## src/itc_map.svh

```systemverilog
// Overview of operation
// RULE1: per-source request, enable, sixteen-level priority register
// RULE2: only strictly higher priority preempts a service
// RULE3: each request routed to vector or channel
// RULE4: channel service: one cycle, move, bump pointer
// RULE5: counter decrements unless continuous; zero gives interrupt
// RULE6: eight independent event transfer channels
// RULE7: fast inputs detect rising, falling or both
// RULE8: software trap 0x00-0x7F vectors at four times
// RULE9: external inputs 0-7 use traps 0x18-0x1F
// RULE10: timers use 0x22-0x26, capture reload 0x27
// RULE11: serial, sync port, watchdog use fixed traps
// RULE12: interrupt response between 200 and 480 ns
// RULE13: hardware trap branches at once, unmaskable
// RULE14: each hardware trap sets its own flag
// RULE15: trap preempts unless higher trap in service; the code also holds it off while a trap of equal class is in service
// RULE16: trap service not preempted by interrupts, channels
// RULE17: class A vectors 0x08, 0x10, 0x18
// RULE18: class B traps share vector 0x28
// RULE19: resets vector 0x0000; traps 0x0B-0x0F reserved
// RULE20: stack pointer checked against limits each access
// RULE21: request set by event, cleared on acceptance
`ifndef ITC_MAP_SVH
`define ITC_MAP_SVH
// sizes
`define ITC_NSRC 20
`define ITC_NEXT 8
`define ITC_NCH 8
`define ITC_EDGE_W 2
`define ITC_EDGE_R 0
`define ITC_EDGE_F 1
// apb byte addresses
`define ITC_A_SRC 12'h000
`define ITC_A_SRC_END 12'h050
`define ITC_A_CH 12'h100
`define ITC_A_CH_END 12'h180
`define ITC_A_TFR 12'h200
`define ITC_A_SUL 12'h204
`define ITC_A_SLL 12'h208
`define ITC_A_STAT 12'h20C
`define ITC_A_EDGE 12'h210
`define ITC_SRC_IDX 6:2
`define ITC_CH_IDX 6:4
`define ITC_CH_FLD 3:2
`define ITC_FLD_SRC 2'h0
`define ITC_FLD_DST 2'h1
`define ITC_FLD_CNT 2'h2
`define ITC_FLD_CTL 2'h3
// source control fields
`define ITC_F_REQ 0
`define ITC_F_EN 1
`define ITC_F_PRIO 5:2
`define ITC_F_ROUTE 6
`define ITC_F_CH 9:7
`define ITC_SCTL_W 10
// source indices
`define ITC_SRC_TIM 5'h08
`define ITC_SRC_STX 5'h0E
`define ITC_SRC_SRX 5'h0F
`define ITC_SRC_SER 5'h10
`define ITC_SRC_STB 5'h11
`define ITC_SRC_SSP 5'h12
// trap numbers
`define ITC_TN_RST 7'h00
`define ITC_TN_NMI 7'h02
`define ITC_TN_STO 7'h04
`define ITC_TN_STU 7'h06
`define ITC_TN_CLB 7'h0A
`define ITC_TN_EXT0 7'h18
`define ITC_TN_TIM2 7'h22
`define ITC_TN_STX 7'h2A
`define ITC_TN_SRX 7'h2B
`define ITC_TN_SER 7'h2C
`define ITC_TN_STB 7'h47
`define ITC_TN_SSP 7'h41
`define ITC_TN_OWD 7'h43
// trap flag bits and pending classes
`define ITC_TF_NMI 15
`define ITC_TF_STO 14
`define ITC_TF_STU 13
`define ITC_TF_UND 7
`define ITC_TF_PRT 3
`define ITC_TF_OPA 2
`define ITC_TF_INA 1
`define ITC_TF_BUS 0
`define ITC_TP_NMI 3
`define ITC_TP_STO 2
`define ITC_TP_STU 1
`define ITC_TP_CLB 0
`define ITC_TL_A1 2'h3
`define ITC_TL_A2 2'h2
`define ITC_TL_B 2'h1
`define ITC_LVL_TOP 4'hF
// pointer steps
`define ITC_INC_B 16'h0001
`define ITC_INC_W 16'h0002
// response timing
`define ITC_CLK_NS 10
`define ITC_RESP_MIN_NS 200
`define ITC_RESP_MAX_NS 480
`define ITC_RESP_CYC ((`ITC_RESP_MIN_NS + `ITC_CLK_NS - 1) / `ITC_CLK_NS)
`define ITC_RESP_MAX_CYC (`ITC_RESP_MAX_NS / `ITC_CLK_NS)
`endif

```

## src/itc_pkg.sv

```systemverilog
package itc_pkg;
  // hardware trap conditions from the core
  typedef struct packed {
    logic nmi;
    logic undef_opc;
    logic prot_fault;
    logic ill_opa;
    logic ill_ina;
    logic ill_bus;
  } itc_hwtrap_t;
  // core side inputs
  typedef struct packed {
    logic        ack;
    logic [3:0]  lvl;
    logic        trap_ret;
    logic        sw_trap;
    logic [6:0]  sw_num;
    logic        stk_acc;
    logic [15:0] sp;
    logic        sw_reset;
    logic        wdt_ovf;
  } itc_cpu_t;
  // entry presented to the core
  typedef struct packed {
    logic        req;
    logic        irq;
    logic        trap;
    logic [6:0]  num;
    logic [15:0] vec;
    logic [3:0]  lvl;
  } itc_entry_t;
  // one stolen transfer cycle
  typedef struct packed {
    logic        valid;
    logic        word;
    logic [2:0]  ch;
    logic [15:0] src;
    logic [15:0] dst;
  } itc_xfer_t;
  // channel state
  typedef struct packed {
    logic [15:0] src;
    logic [15:0] dst;
    logic [7:0]  cnt;
    logic        cont;
    logic        word;
    logic        incdst;
  } itc_ch_t;
  typedef enum logic [1:0] {ENT_IDLE, ENT_WAIT, ENT_SHOW} itc_ent_st_t;
endpackage : itc_pkg

```

## src/itc_ctrl.sv

```systemverilog
`timescale 1ns/1ns
`include "itc_map.svh"
module itc_ctrl (
  input  wire logic                 pclk,
  input  wire logic                 presetn,
  input  wire logic                 psel,
  input  wire logic                 penable,
  input  wire logic                 pwrite,
  input  wire logic [11:0]          paddr,
  input  wire logic [31:0]          pwdata,
  output      logic [31:0]          prdata,
  output      logic                 pready,
  output      logic                 pslverr,
  input  wire logic [7:0]           ext_int,
  input  wire logic [11:0]          src_evt,
  input  wire itc_pkg::itc_hwtrap_t hw_trap,
  input  wire itc_pkg::itc_cpu_t    cpu_i,
  output      itc_pkg::itc_entry_t  entry,
  output      itc_pkg::itc_xfer_t   xfer
);
  import itc_pkg::*;

  localparam int RSP_LO = `ITC_RESP_CYC;     // least response, cycles
  localparam int RSP_HI = `ITC_RESP_MAX_CYC; // longest response, cycles

  logic [31:0]            prdata_r;   // read data latched in setup
  logic                   pready_r;   // access phase answer
  logic                   pslverr_r;  // unmapped address
  logic [`ITC_SCTL_W-1:0] sctl_r [`ITC_NSRC]; // source controls
  itc_ch_t                ch_r [`ITC_NCH];    // transfer channels
  logic [15:0]            tfr_r;      // trap flags
  logic [15:0]            sul_r;      // stack upper limit
  logic [15:0]            sll_r;      // stack lower limit
  logic [15:0]            edge_r;     // edge selects, two per input
  logic [7:0]             ext_q_r;    // previous pin levels
  logic [3:0]             tpnd_r;     // pending trap classes
  logic [1:0]             tact_r;     // trap level in service
  logic                   rst_pend_r; // reset entry owed
  itc_ent_st_t            st_r;       // entry sequencer
  logic [5:0]             wcnt_r;     // response delay count
  logic [4:0]             sel_r;      // source being entered
  itc_entry_t             ent_r;      // presented entry
  itc_xfer_t              xfer_r;     // transfer pulse

  logic                   wr_en;      // write takes effect
  logic [`ITC_NSRC-1:0]   evt;        // source events
  logic                   best_vld;   // some request armed
  logic [4:0]             best_idx;   // winning source
  logic [3:0]             best_prio;  // its priority
  logic [2:0]             best_ch;    // its channel
  logic                   ch_live;    // channel may still serve
  logic                   elig;       // winner may preempt
  logic [1:0]             tp_hi;      // highest pending trap
  logic                   twant;      // trap must be entered
  logic                   idle;       // sequencer idle
  logic                   ch_go;      // channel service now
  logic                   irq_go;     // vectored entry starts
  logic                   acc;        // core accepts entry
  logic                   stk_of;     // overflow on this access
  logic                   stk_uf;     // underflow on this access
  logic [15:0]            tset;       // trap flags to set
  logic [31:0]            rd_data;    // read mux
  logic                   rd_hit;     // address mapped

  // source control address range
  function automatic logic itc_is_src(input logic [11:0] a);
    return a >= `ITC_A_SRC && a < `ITC_A_SRC_END;
  endfunction : itc_is_src

  // channel address range
  function automatic logic itc_is_ch(input logic [11:0] a);
    return a >= `ITC_A_CH && a < `ITC_A_CH_END;
  endfunction : itc_is_ch

  // vector address is four times the trap number
  function automatic logic [15:0] itc_vec(input logic [6:0] n);
    return {7'h00, n, 2'h0}; // RULE8
  endfunction : itc_vec

  // trap number of each source
  function automatic logic [6:0] itc_trapn(input logic [4:0] i);
    logic [6:0] t;
    t = `ITC_TN_OWD;
    if (i < `ITC_SRC_TIM) begin
      t = `ITC_TN_EXT0 + 7'(i); // RULE9
    end else if (i < `ITC_SRC_STX) begin
      t = `ITC_TN_TIM2 + 7'(i - `ITC_SRC_TIM); // RULE10
    end else begin
      unique case (i)
        `ITC_SRC_STX: t = `ITC_TN_STX; // RULE11
        `ITC_SRC_SRX: t = `ITC_TN_SRX;
        `ITC_SRC_SER: t = `ITC_TN_SER;
        `ITC_SRC_STB: t = `ITC_TN_STB;
        `ITC_SRC_SSP: t = `ITC_TN_SSP;
        default:      t = `ITC_TN_OWD;
      endcase
    end
    return t;
  endfunction : itc_trapn

  // build an entry
  function automatic itc_entry_t itc_mk(input logic irq, input logic trap,
                                        input logic [6:0] n, input logic [3:0] l);
    itc_entry_t e;
    e.req  = 1'b1;
    e.irq  = irq;
    e.trap = trap;
    e.num  = n;
    e.vec  = itc_vec(n);
    e.lvl  = l;
    return e;
  endfunction : itc_mk

  assign prdata  = prdata_r;
  assign pready  = pready_r;
  assign pslverr = pslverr_r;
  assign entry   = ent_r;
  assign xfer    = xfer_r;

  assign wr_en = psel & penable & pready_r & pwrite & ~pslverr_r;
  assign idle  = st_r == ENT_IDLE;
  assign acc   = st_r == ENT_SHOW && cpu_i.ack;

  // source events: pin edges and internal strobes
  always_comb begin
    evt = '0;
    for (int i = 0; i < `ITC_NEXT; i++) begin
      evt[i] = (ext_int[i] & ~ext_q_r[i] & edge_r[`ITC_EDGE_W*i+`ITC_EDGE_R]) | // RULE7
               (~ext_int[i] & ext_q_r[i] & edge_r[`ITC_EDGE_W*i+`ITC_EDGE_F]);
    end
    evt[`ITC_NSRC-1:`ITC_NEXT] = src_evt;
  end

  // pick the armed request of highest priority, lowest index on ties
  always_comb begin
    best_vld  = 1'b0;
    best_idx  = '0;
    best_prio = '0;
    for (int i = 0; i < `ITC_NSRC; i++) begin
      if (sctl_r[i][`ITC_F_REQ] && sctl_r[i][`ITC_F_EN] &&
          (!best_vld || sctl_r[i][`ITC_F_PRIO] > best_prio)) begin
        best_vld  = 1'b1;
        best_idx  = 5'(i);
        best_prio = sctl_r[i][`ITC_F_PRIO];
      end
    end
  end

  // routing and service decisions
  assign best_ch = sctl_r[best_idx][`ITC_F_CH];
  assign ch_live = ch_r[best_ch].cont || ch_r[best_ch].cnt != '0; // RULE5
  assign elig    = best_vld && best_prio > cpu_i.lvl && tact_r == '0; // RULE2 RULE16
  assign ch_go   = idle && !rst_pend_r && !twant && elig &&
                   sctl_r[best_idx][`ITC_F_ROUTE] && ch_live; // RULE3
  assign irq_go  = idle && !rst_pend_r && !twant && !cpu_i.sw_trap && elig &&
                   !(sctl_r[best_idx][`ITC_F_ROUTE] && ch_live);

  // highest pending trap class
  always_comb begin
    tp_hi = '0;
    if (tpnd_r[`ITC_TP_NMI]) begin
      tp_hi = `ITC_TL_A1;
    end else if (tpnd_r[`ITC_TP_STO] || tpnd_r[`ITC_TP_STU]) begin
      tp_hi = `ITC_TL_A2;
    end else if (tpnd_r[`ITC_TP_CLB]) begin
      tp_hi = `ITC_TL_B;
    end
  end
  assign twant = tp_hi > tact_r; // RULE15

  // stack limit checks and trap flag sets
  assign stk_of = cpu_i.stk_acc && cpu_i.sp < sul_r; // RULE20
  assign stk_uf = cpu_i.stk_acc && cpu_i.sp > sll_r;
  always_comb begin
    tset              = '0;
    tset[`ITC_TF_NMI] = hw_trap.nmi; // RULE14
    tset[`ITC_TF_STO] = stk_of;
    tset[`ITC_TF_STU] = stk_uf;
    tset[`ITC_TF_UND] = hw_trap.undef_opc;
    tset[`ITC_TF_PRT] = hw_trap.prot_fault;
    tset[`ITC_TF_OPA] = hw_trap.ill_opa;
    tset[`ITC_TF_INA] = hw_trap.ill_ina;
    tset[`ITC_TF_BUS] = hw_trap.ill_bus;
  end

  // read mux
  always_comb begin
    rd_hit  = 1'b1;
    rd_data = '0;
    if (itc_is_src(paddr)) begin
      rd_data = 32'(sctl_r[paddr[`ITC_SRC_IDX]]);
    end else if (itc_is_ch(paddr)) begin
      unique case (paddr[`ITC_CH_FLD])
        `ITC_FLD_SRC: rd_data = 32'(ch_r[paddr[`ITC_CH_IDX]].src);
        `ITC_FLD_DST: rd_data = 32'(ch_r[paddr[`ITC_CH_IDX]].dst);
        `ITC_FLD_CNT: rd_data = 32'(ch_r[paddr[`ITC_CH_IDX]].cnt);
        `ITC_FLD_CTL: rd_data = 32'({ch_r[paddr[`ITC_CH_IDX]].incdst,
                                      ch_r[paddr[`ITC_CH_IDX]].word,
                                      ch_r[paddr[`ITC_CH_IDX]].cont});
      endcase
    end else begin
      unique case (paddr)
        `ITC_A_TFR:  rd_data = 32'(tfr_r);
        `ITC_A_SUL:  rd_data = 32'(sul_r);
        `ITC_A_SLL:  rd_data = 32'(sll_r);
        `ITC_A_STAT: rd_data = 32'({ent_r.req, rst_pend_r, tpnd_r, tact_r});
        `ITC_A_EDGE: rd_data = 32'(edge_r);
        default:     rd_hit  = 1'b0;
      endcase
    end
  end

  // apb answer: ready in the first access cycle
  always_ff @(posedge pclk or negedge presetn) begin
    if (!presetn) begin
      pready_r  <= 1'b0;
      pslverr_r <= 1'b0;
      prdata_r  <= '0;
    end else begin
      pready_r <= psel && !penable;
      if (psel && !penable) begin
        pslverr_r <= !rd_hit;
        prdata_r  <= pwrite ? '0 : rd_data;
      end
    end
  end

  // source control registers; hardware set wins over any clear
  always_ff @(posedge pclk or negedge presetn) begin
    if (!presetn) begin
      for (int i = 0; i < `ITC_NSRC; i++) sctl_r[i] <= '0;
    end else begin
      for (int i = 0; i < `ITC_NSRC; i++) begin
        if (wr_en && itc_is_src(paddr) && paddr[`ITC_SRC_IDX] == 5'(i)) begin
          sctl_r[i] <= pwdata[`ITC_SCTL_W-1:0]; // RULE1
          if (evt[i]) sctl_r[i][`ITC_F_REQ] <= 1'b1;
        end else if (evt[i]) begin
          sctl_r[i][`ITC_F_REQ] <= 1'b1; // RULE21
        end else if ((acc && ent_r.irq && sel_r == 5'(i)) ||
                     (ch_go && best_idx == 5'(i))) begin
          sctl_r[i][`ITC_F_REQ] <= 1'b0; // RULE21
        end
      end
    end
  end

  // channels: software setup, pointer and counter update per service
  always_ff @(posedge pclk or negedge presetn) begin
    if (!presetn) begin
      for (int c = 0; c < `ITC_NCH; c++) ch_r[c] <= '0;
    end else begin
      for (int c = 0; c < `ITC_NCH; c++) begin // RULE6
        if (wr_en && itc_is_ch(paddr) && paddr[`ITC_CH_IDX] == 3'(c)) begin
          unique case (paddr[`ITC_CH_FLD])
            `ITC_FLD_SRC: ch_r[c].src <= pwdata[15:0];
            `ITC_FLD_DST: ch_r[c].dst <= pwdata[15:0];
            `ITC_FLD_CNT: ch_r[c].cnt <= pwdata[7:0];
            `ITC_FLD_CTL: {ch_r[c].incdst, ch_r[c].word, ch_r[c].cont} <= pwdata[2:0];
          endcase
        end else if (ch_go && best_ch == 3'(c)) begin
          if (ch_r[c].incdst) begin
            ch_r[c].dst <= ch_r[c].dst + (ch_r[c].word ? `ITC_INC_W : `ITC_INC_B); // RULE4
          end else begin
            ch_r[c].src <= ch_r[c].src + (ch_r[c].word ? `ITC_INC_W : `ITC_INC_B);
          end
          if (!ch_r[c].cont) ch_r[c].cnt <= ch_r[c].cnt - 8'h01; // RULE5
        end
      end
    end
  end

  // one-cycle transfer pulse toward the bus
  always_ff @(posedge pclk or negedge presetn) begin
    if (!presetn) begin
      xfer_r <= '0;
    end else begin
      xfer_r.valid <= ch_go; // RULE4
      if (ch_go) begin
        xfer_r.word <= ch_r[best_ch].word;
        xfer_r.ch   <= best_ch;
        xfer_r.src  <= ch_r[best_ch].src;
        xfer_r.dst  <= ch_r[best_ch].dst;
      end
    end
  end

  // misc software registers; trap flags cleared by writing zero
  always_ff @(posedge pclk or negedge presetn) begin
    if (!presetn) begin
      tfr_r   <= '0;
      sul_r   <= '0;
      sll_r   <= '1;
      edge_r  <= '0;
      ext_q_r <= '0;
    end else begin
      ext_q_r <= ext_int;
      tfr_r   <= ((wr_en && paddr == `ITC_A_TFR) ? pwdata[15:0] : tfr_r) | tset; // RULE14
      if (wr_en && paddr == `ITC_A_SUL) sul_r <= pwdata[15:0];
      if (wr_en && paddr == `ITC_A_SLL) sll_r <= pwdata[15:0];
      if (wr_en && paddr == `ITC_A_EDGE) edge_r <= pwdata[15:0];
    end
  end

  // trap bookkeeping: pending classes, level in service, reset entry
  always_ff @(posedge pclk or negedge presetn) begin
    if (!presetn) begin
      tpnd_r     <= '0;
      tact_r     <= '0;
      rst_pend_r <= 1'b1; // RULE19
    end else begin
      if (acc && ent_r.trap) begin
        unique case (ent_r.num)
          `ITC_TN_NMI: tpnd_r[`ITC_TP_NMI] <= 1'b0;
          `ITC_TN_STO: tpnd_r[`ITC_TP_STO] <= 1'b0;
          `ITC_TN_STU: tpnd_r[`ITC_TP_STU] <= 1'b0;
          `ITC_TN_CLB: tpnd_r[`ITC_TP_CLB] <= 1'b0;
          default:     rst_pend_r <= 1'b0;
        endcase
        tact_r <= ent_r.num == `ITC_TN_NMI ? `ITC_TL_A1 :
                  ent_r.num == `ITC_TN_CLB ? `ITC_TL_B  :
                  ent_r.num == `ITC_TN_RST ? 2'h0 : `ITC_TL_A2;
      end else if (cpu_i.trap_ret) begin
        tact_r <= '0;
      end
      if (hw_trap.nmi) tpnd_r[`ITC_TP_NMI] <= 1'b1; // RULE13
      if (stk_of) tpnd_r[`ITC_TP_STO] <= 1'b1;
      if (stk_uf) tpnd_r[`ITC_TP_STU] <= 1'b1;
      if (hw_trap.undef_opc | hw_trap.prot_fault | hw_trap.ill_opa |
          hw_trap.ill_ina | hw_trap.ill_bus) tpnd_r[`ITC_TP_CLB] <= 1'b1;
      if (cpu_i.sw_reset || cpu_i.wdt_ovf) rst_pend_r <= 1'b1;
    end
  end

  // entry sequencer: reset, traps, software traps, delayed interrupts
  always_ff @(posedge pclk or negedge presetn) begin
    if (!presetn) begin
      st_r   <= ENT_IDLE;
      ent_r  <= '0;
      wcnt_r <= '0;
      sel_r  <= '0;
    end else begin
      unique case (st_r)
        ENT_IDLE: begin
          if (rst_pend_r) begin
            ent_r <= itc_mk(1'b0, 1'b1, `ITC_TN_RST, `ITC_LVL_TOP); // RULE19
            st_r  <= ENT_SHOW;
          end else if (twant) begin
            // immediate, no mask applies
            ent_r <= itc_mk(1'b0, 1'b1,
                            tpnd_r[`ITC_TP_NMI] ? `ITC_TN_NMI : // RULE17
                            tpnd_r[`ITC_TP_STO] ? `ITC_TN_STO :
                            tpnd_r[`ITC_TP_STU] ? `ITC_TN_STU : `ITC_TN_CLB, // RULE18
                            `ITC_LVL_TOP); // RULE13
            st_r  <= ENT_SHOW;
          end else if (cpu_i.sw_trap) begin
            ent_r <= itc_mk(1'b0, 1'b0, cpu_i.sw_num, cpu_i.lvl); // RULE8
            st_r  <= ENT_SHOW;
          end else if (irq_go) begin
            sel_r  <= best_idx;
            wcnt_r <= 6'h01;
            st_r   <= ENT_WAIT;
          end
        end
        ENT_WAIT: begin
          if (twant) begin
            // trap takes over; the request stays pending
            st_r <= ENT_IDLE;
          end else if (wcnt_r == 6'(`ITC_RESP_CYC - 1)) begin
            ent_r <= itc_mk(1'b1, 1'b0, itc_trapn(sel_r), sctl_r[sel_r][`ITC_F_PRIO]); // RULE12
            st_r  <= ENT_SHOW;
          end else begin
            wcnt_r <= wcnt_r + 6'h01;
          end
        end
        ENT_SHOW: begin
          if (cpu_i.ack) begin
            ent_r.req <= 1'b0;
            st_r      <= ENT_IDLE;
          end
        end
      endcase
    end
  end
endmodule : itc_ctrl

```

## config.mk

```make
export PLATFORM = sky130hd
export DESIGN_NAME = itc_ctrl
export DESIGN_NICKNAME = d
export VERILOG_FILES = /design/src/itc_pkg.sv /design/src/itc_ctrl.sv
export VERILOG_INCLUDE_DIRS = /design/src
export SDC_FILE = /design/constraint.sdc
export NUM_CORES = 2
export LEC_CHECK = 0
export BUFFER_PORTS_ARGS = -buffer_cell sky130_fd_sc_hd__buf_2
export CAP_MARGIN = 30
export CELL_PAD_IN_SITES_DETAIL_PLACEMENT = 2
export CELL_PAD_IN_SITES_GLOBAL_PLACEMENT = 2
export CORE_UTILIZATION = 30
export CTS_BUF_LIST = sky130_fd_sc_hd__clkbuf_8
export CTS_CLUSTER_DIAMETER = 200
export DETAILED_ROUTE_END_ITERATION = 8
export GPL_TIMING_DRIVEN = 0
export PLACE_DENSITY_LB_ADDON = 0.1
export SKIP_CTS_REPAIR_TIMING = 1
export SLEW_MARGIN = 25
export SYNTH_ARGS = -nofsm -noshare
export SYNTH_HDL_FRONTEND = slang
export SYNTH_SLANG_ARGS = --single-unit
```

## constraint.sdc

```tcl
create_clock -name pclk -period 41.7 [get_ports pclk]
set_input_delay 8.34 -clock pclk [delete_from_list [all_inputs] [get_ports pclk]]
set_output_delay 8.34 -clock pclk [all_outputs]
set_load 0.02 [all_outputs]
```

==> metrics <==
Main synth FF type=dfrtp_1; reg2reg start=sctl_r[190]$_DFFE_PN0P_; drt first pass iters=5; num rows=147; PortBufs=149; Final Skew=0.04745 ns; Setup crit start kind=register; largest net degree at the start of global routing=111; core area=160900 um^2; total gr overflow=0; final non-filler cell total=roughly 7900; CP most frequent cell=ha_1; Max Freq=25.51 MHz; slack of the critical path=roughly 2.5 ns; Syn-to-layout area delta=17.36%; first-pass GRT wire length=401.4 mm; Arrival @ worst endpoint=about 40 ns; CTS Buffer Depth=3; Final ANT Viol Nets=0; H-tree depth=4; CP required=42.53 ns; GRT Overall Usage=34.62%; register-to-register setup slack=~2.5 ns; CP endpoint kind=register; RR Endpoint=xfer[25]$_DFFE_PN0P_; most common cell in the netlist=dfrtp_1; Post-Synth Adder-Cell Area=4.451%; reg2reg path depth=173; Hold Crit Depth=2; Hold EP=xfer[34]$_DFFE_PN0P_; Root Buffer=clkbuf_8; TritonCTS clock tree=yes; final max-slew violation count=0; total power=0.001713 W; P per Cell Area=29.92 nW/um^2; syn_area_per_cell=between 9 and 10 um^2; WP buf/inv=22; Top Ports=209; clk_lat worst skew=between 0.9 and 1 ns; utilization after layout=35.58%; number of global-route vias before repair=roughly 50000; Netlist cell types=106; worst vdd ir=0.00002311 V; Inst Count DP=between 7000 and 8000; status=completed; Vias/cell=6.273; Fin. Hold Viols=0; vias=approximately 50000; post-place setup slack=-0.7253 ns; slowest CP cell=a31oi_1; area leader, netlist=dfrtp_1; flops & latches, synth=approximately 710; top cell type's share of synthesized area=between 30% and 40%; crit path time final=slightly below 40 ns; drt total wl=287.8 mm; synth top area cells=dfrtp_1, mux4_2, mux2_2, nand2_1, ha_1; share of cells above drive strength 1=20.21%; Num CTS Buffers=150; Die W=405.3 um; CP peak stage delay=0.63 ns; synthesized area=48800 um^2; Leak Pwr=24.61 nW; die footprint=about 160000 um^2; Final nets=about 5900; Seq/Total Area, Yosys=~36%; largest family of logic cells by synthesized area=compound AO/OA/AOI/OAI gates; final setup TNS=0 ns; Least-Margin Pin Slew=between 1 and 1.5 ns; DP HPWL=225.5 mm; critical-path maximum fanout=10; classification of the worst setup path=register to register; complex-gate fraction of the synthesized area=18.80%; Synth Instances=5253; crit share post-route=94.02%; Post-synth EDFFs=0; cell family with most CP delay=compound AO/OA/AOI/OAI gates; worst relative slew slack=26.57%; antenna violations before repair=44; # clock sinks=around 700; initial drt markers=5427; Post-synth ARST share=100.0%; clock transition at the registers of the reported paths=around 0.06 ns; DRC Markers=0; Initial Util=30.32%; Placer Congestion=0.9943; synth warn=0; worst hold-check path type=register to register; XOR/XNOR Fraction of Synth Area=0.05384%; Post-synth top cells=dfrtp_1, nand2_1, nor2_1; simple-gate share of the synthesized area=18.50%; chip height=405.3 um; final setup vio count=0; HP Start=xfer[34]$_DFFE_PN0P_; max cap viols=0; post-synthesis mux area share=about 17%; per-cell routed wire length=36.27 um
routing by layer:
| layer | vias to the layer above | global-route usage (%) | routed length, um | part of all wire, % |
|---|---|---|---|---|
| met3 | 515 | 7.255 | 22740 | 7.9 |
| li1 | 20470 | - | - | - |
| met2 | 2166 | 51.17 | 123800 | 43 |
| met1 | 26620 | 48.79 | 128800 | 45 |
| met4 | 10 | 14.16 | 12460 | 4.3 |
| met5 | - | 0 | 69 | 0.024 |
cell usage in the layout, fill, tap and decap left out, types with 81 or more instances in the layout:
cell / n
clkbuf_8: 183
nand2_1: 607
clkbuf_1: 225
mux2_2: 276
o21ai_0: 273
mux4_2: 182
a211oi_1: 141
a21oi_1: 229
nor2_1: 451
nand3_1: 172
mux2i_1: 106
ha_1: 148
buf_2: 182
nor3_1: 145
inv_1: 260
a311oi_1: 81
dfrtp_1: 688
cell type report:
type                    instances  area [um^2]
fillers                     17830       103700
repair buffers                225         2150
multi-input cells            3965        28980
plain buffers                 379         1682
well taps                    2160         2703
clock inverters                81        693.2
diodes                         10        25.02
inverters                     227        853.3
clock buffers                 183         2519
flip-flops and latches        705        17660
through the flow:
stage / instance area, um^2 / hold slack [ns]
2_1_floorplan: 48890 / 0.4638
3_3_place_gp: 52340 / 0.4564
5_1_grt: 57250 / 0.5124
6_report: 57270 / 0.4791
4_1_cts: 56990 / 0.4867
3_5_place_dp: 53780 / 0.4692
how the worst max path moves through the flow:
stage / from / to / slack [ns] / cells past startpoint
2_1_floorplan: sctl_r[191]$_DFFE_PN0P_ / ch_r[234]$_DFFE_PN0P_ / 8.96 / 173
3_3_place_gp: sctl_r[190]$_DFFE_PN0P_ / sctl_r[70]$_DFFE_PN0P_ / -1.20 / 169
3_5_place_dp: sctl_r[190]$_DFFE_PN0P_ / sctl_r[70]$_DFFE_PN0P_ / -0.73 / 169
4_1_cts: sctl_r[190]$_DFFE_PN0P_ / sctl_r[70]$_DFFE_PN0P_ / -1.03 / 170
5_1_grt: sctl_r[190]$_DFFE_PN0P_ / sctl_r[70]$_DFFE_PN0P_ / -0.02 / 177
6_report: sctl_r[190]$_DFFE_PN0P_ / xfer[25]$_DFFE_PN0P_ / 2.49 / 173
where the power goes:
group	internal [W]	total [W]	switching [W]	leakage (nW)
clock	0.000471	0.000847	0.000376	1.79
sequential	0.000691	0.000698	0.00000728	9.14
combinational	0.0000468	0.000169	0.000122	13.7
total	0.00121	0.00171	0.000505	24.6
cells by family (layout without fill, tap and decap cells):
logic type | after synthesis | in the layout
buf+inv | 607 | 1095
simple gates | 1884 | 1884
other cells | 1 | 35
compound gates | 1322 | 1322
fa+ha+maj | 164 | 164
mux | 567 | 567
flops | 705 | 705
xor+xnor | 3 | 3
state kept, by name (all words and copies together), names as in the netlist, 16 cells and up:
register and count:
ch_r 344, sctl_r 200, xfer 37, edge_r 16
prdata 16, sll_r 16, sul_r 16, tfr_r 16
worst register-to-register path, delay by kind of cell, from the launching register on:
kind | cells | cell delay, ns
mux | 17 | 5.65
compound gates | 72 | 15.78
flops | 1 | 0.35
simple gates | 43 | 7.01
fa+ha+maj | 19 | 5.35
buf+inv | 22 | 4.98
(Power assumes the default switching activity.)
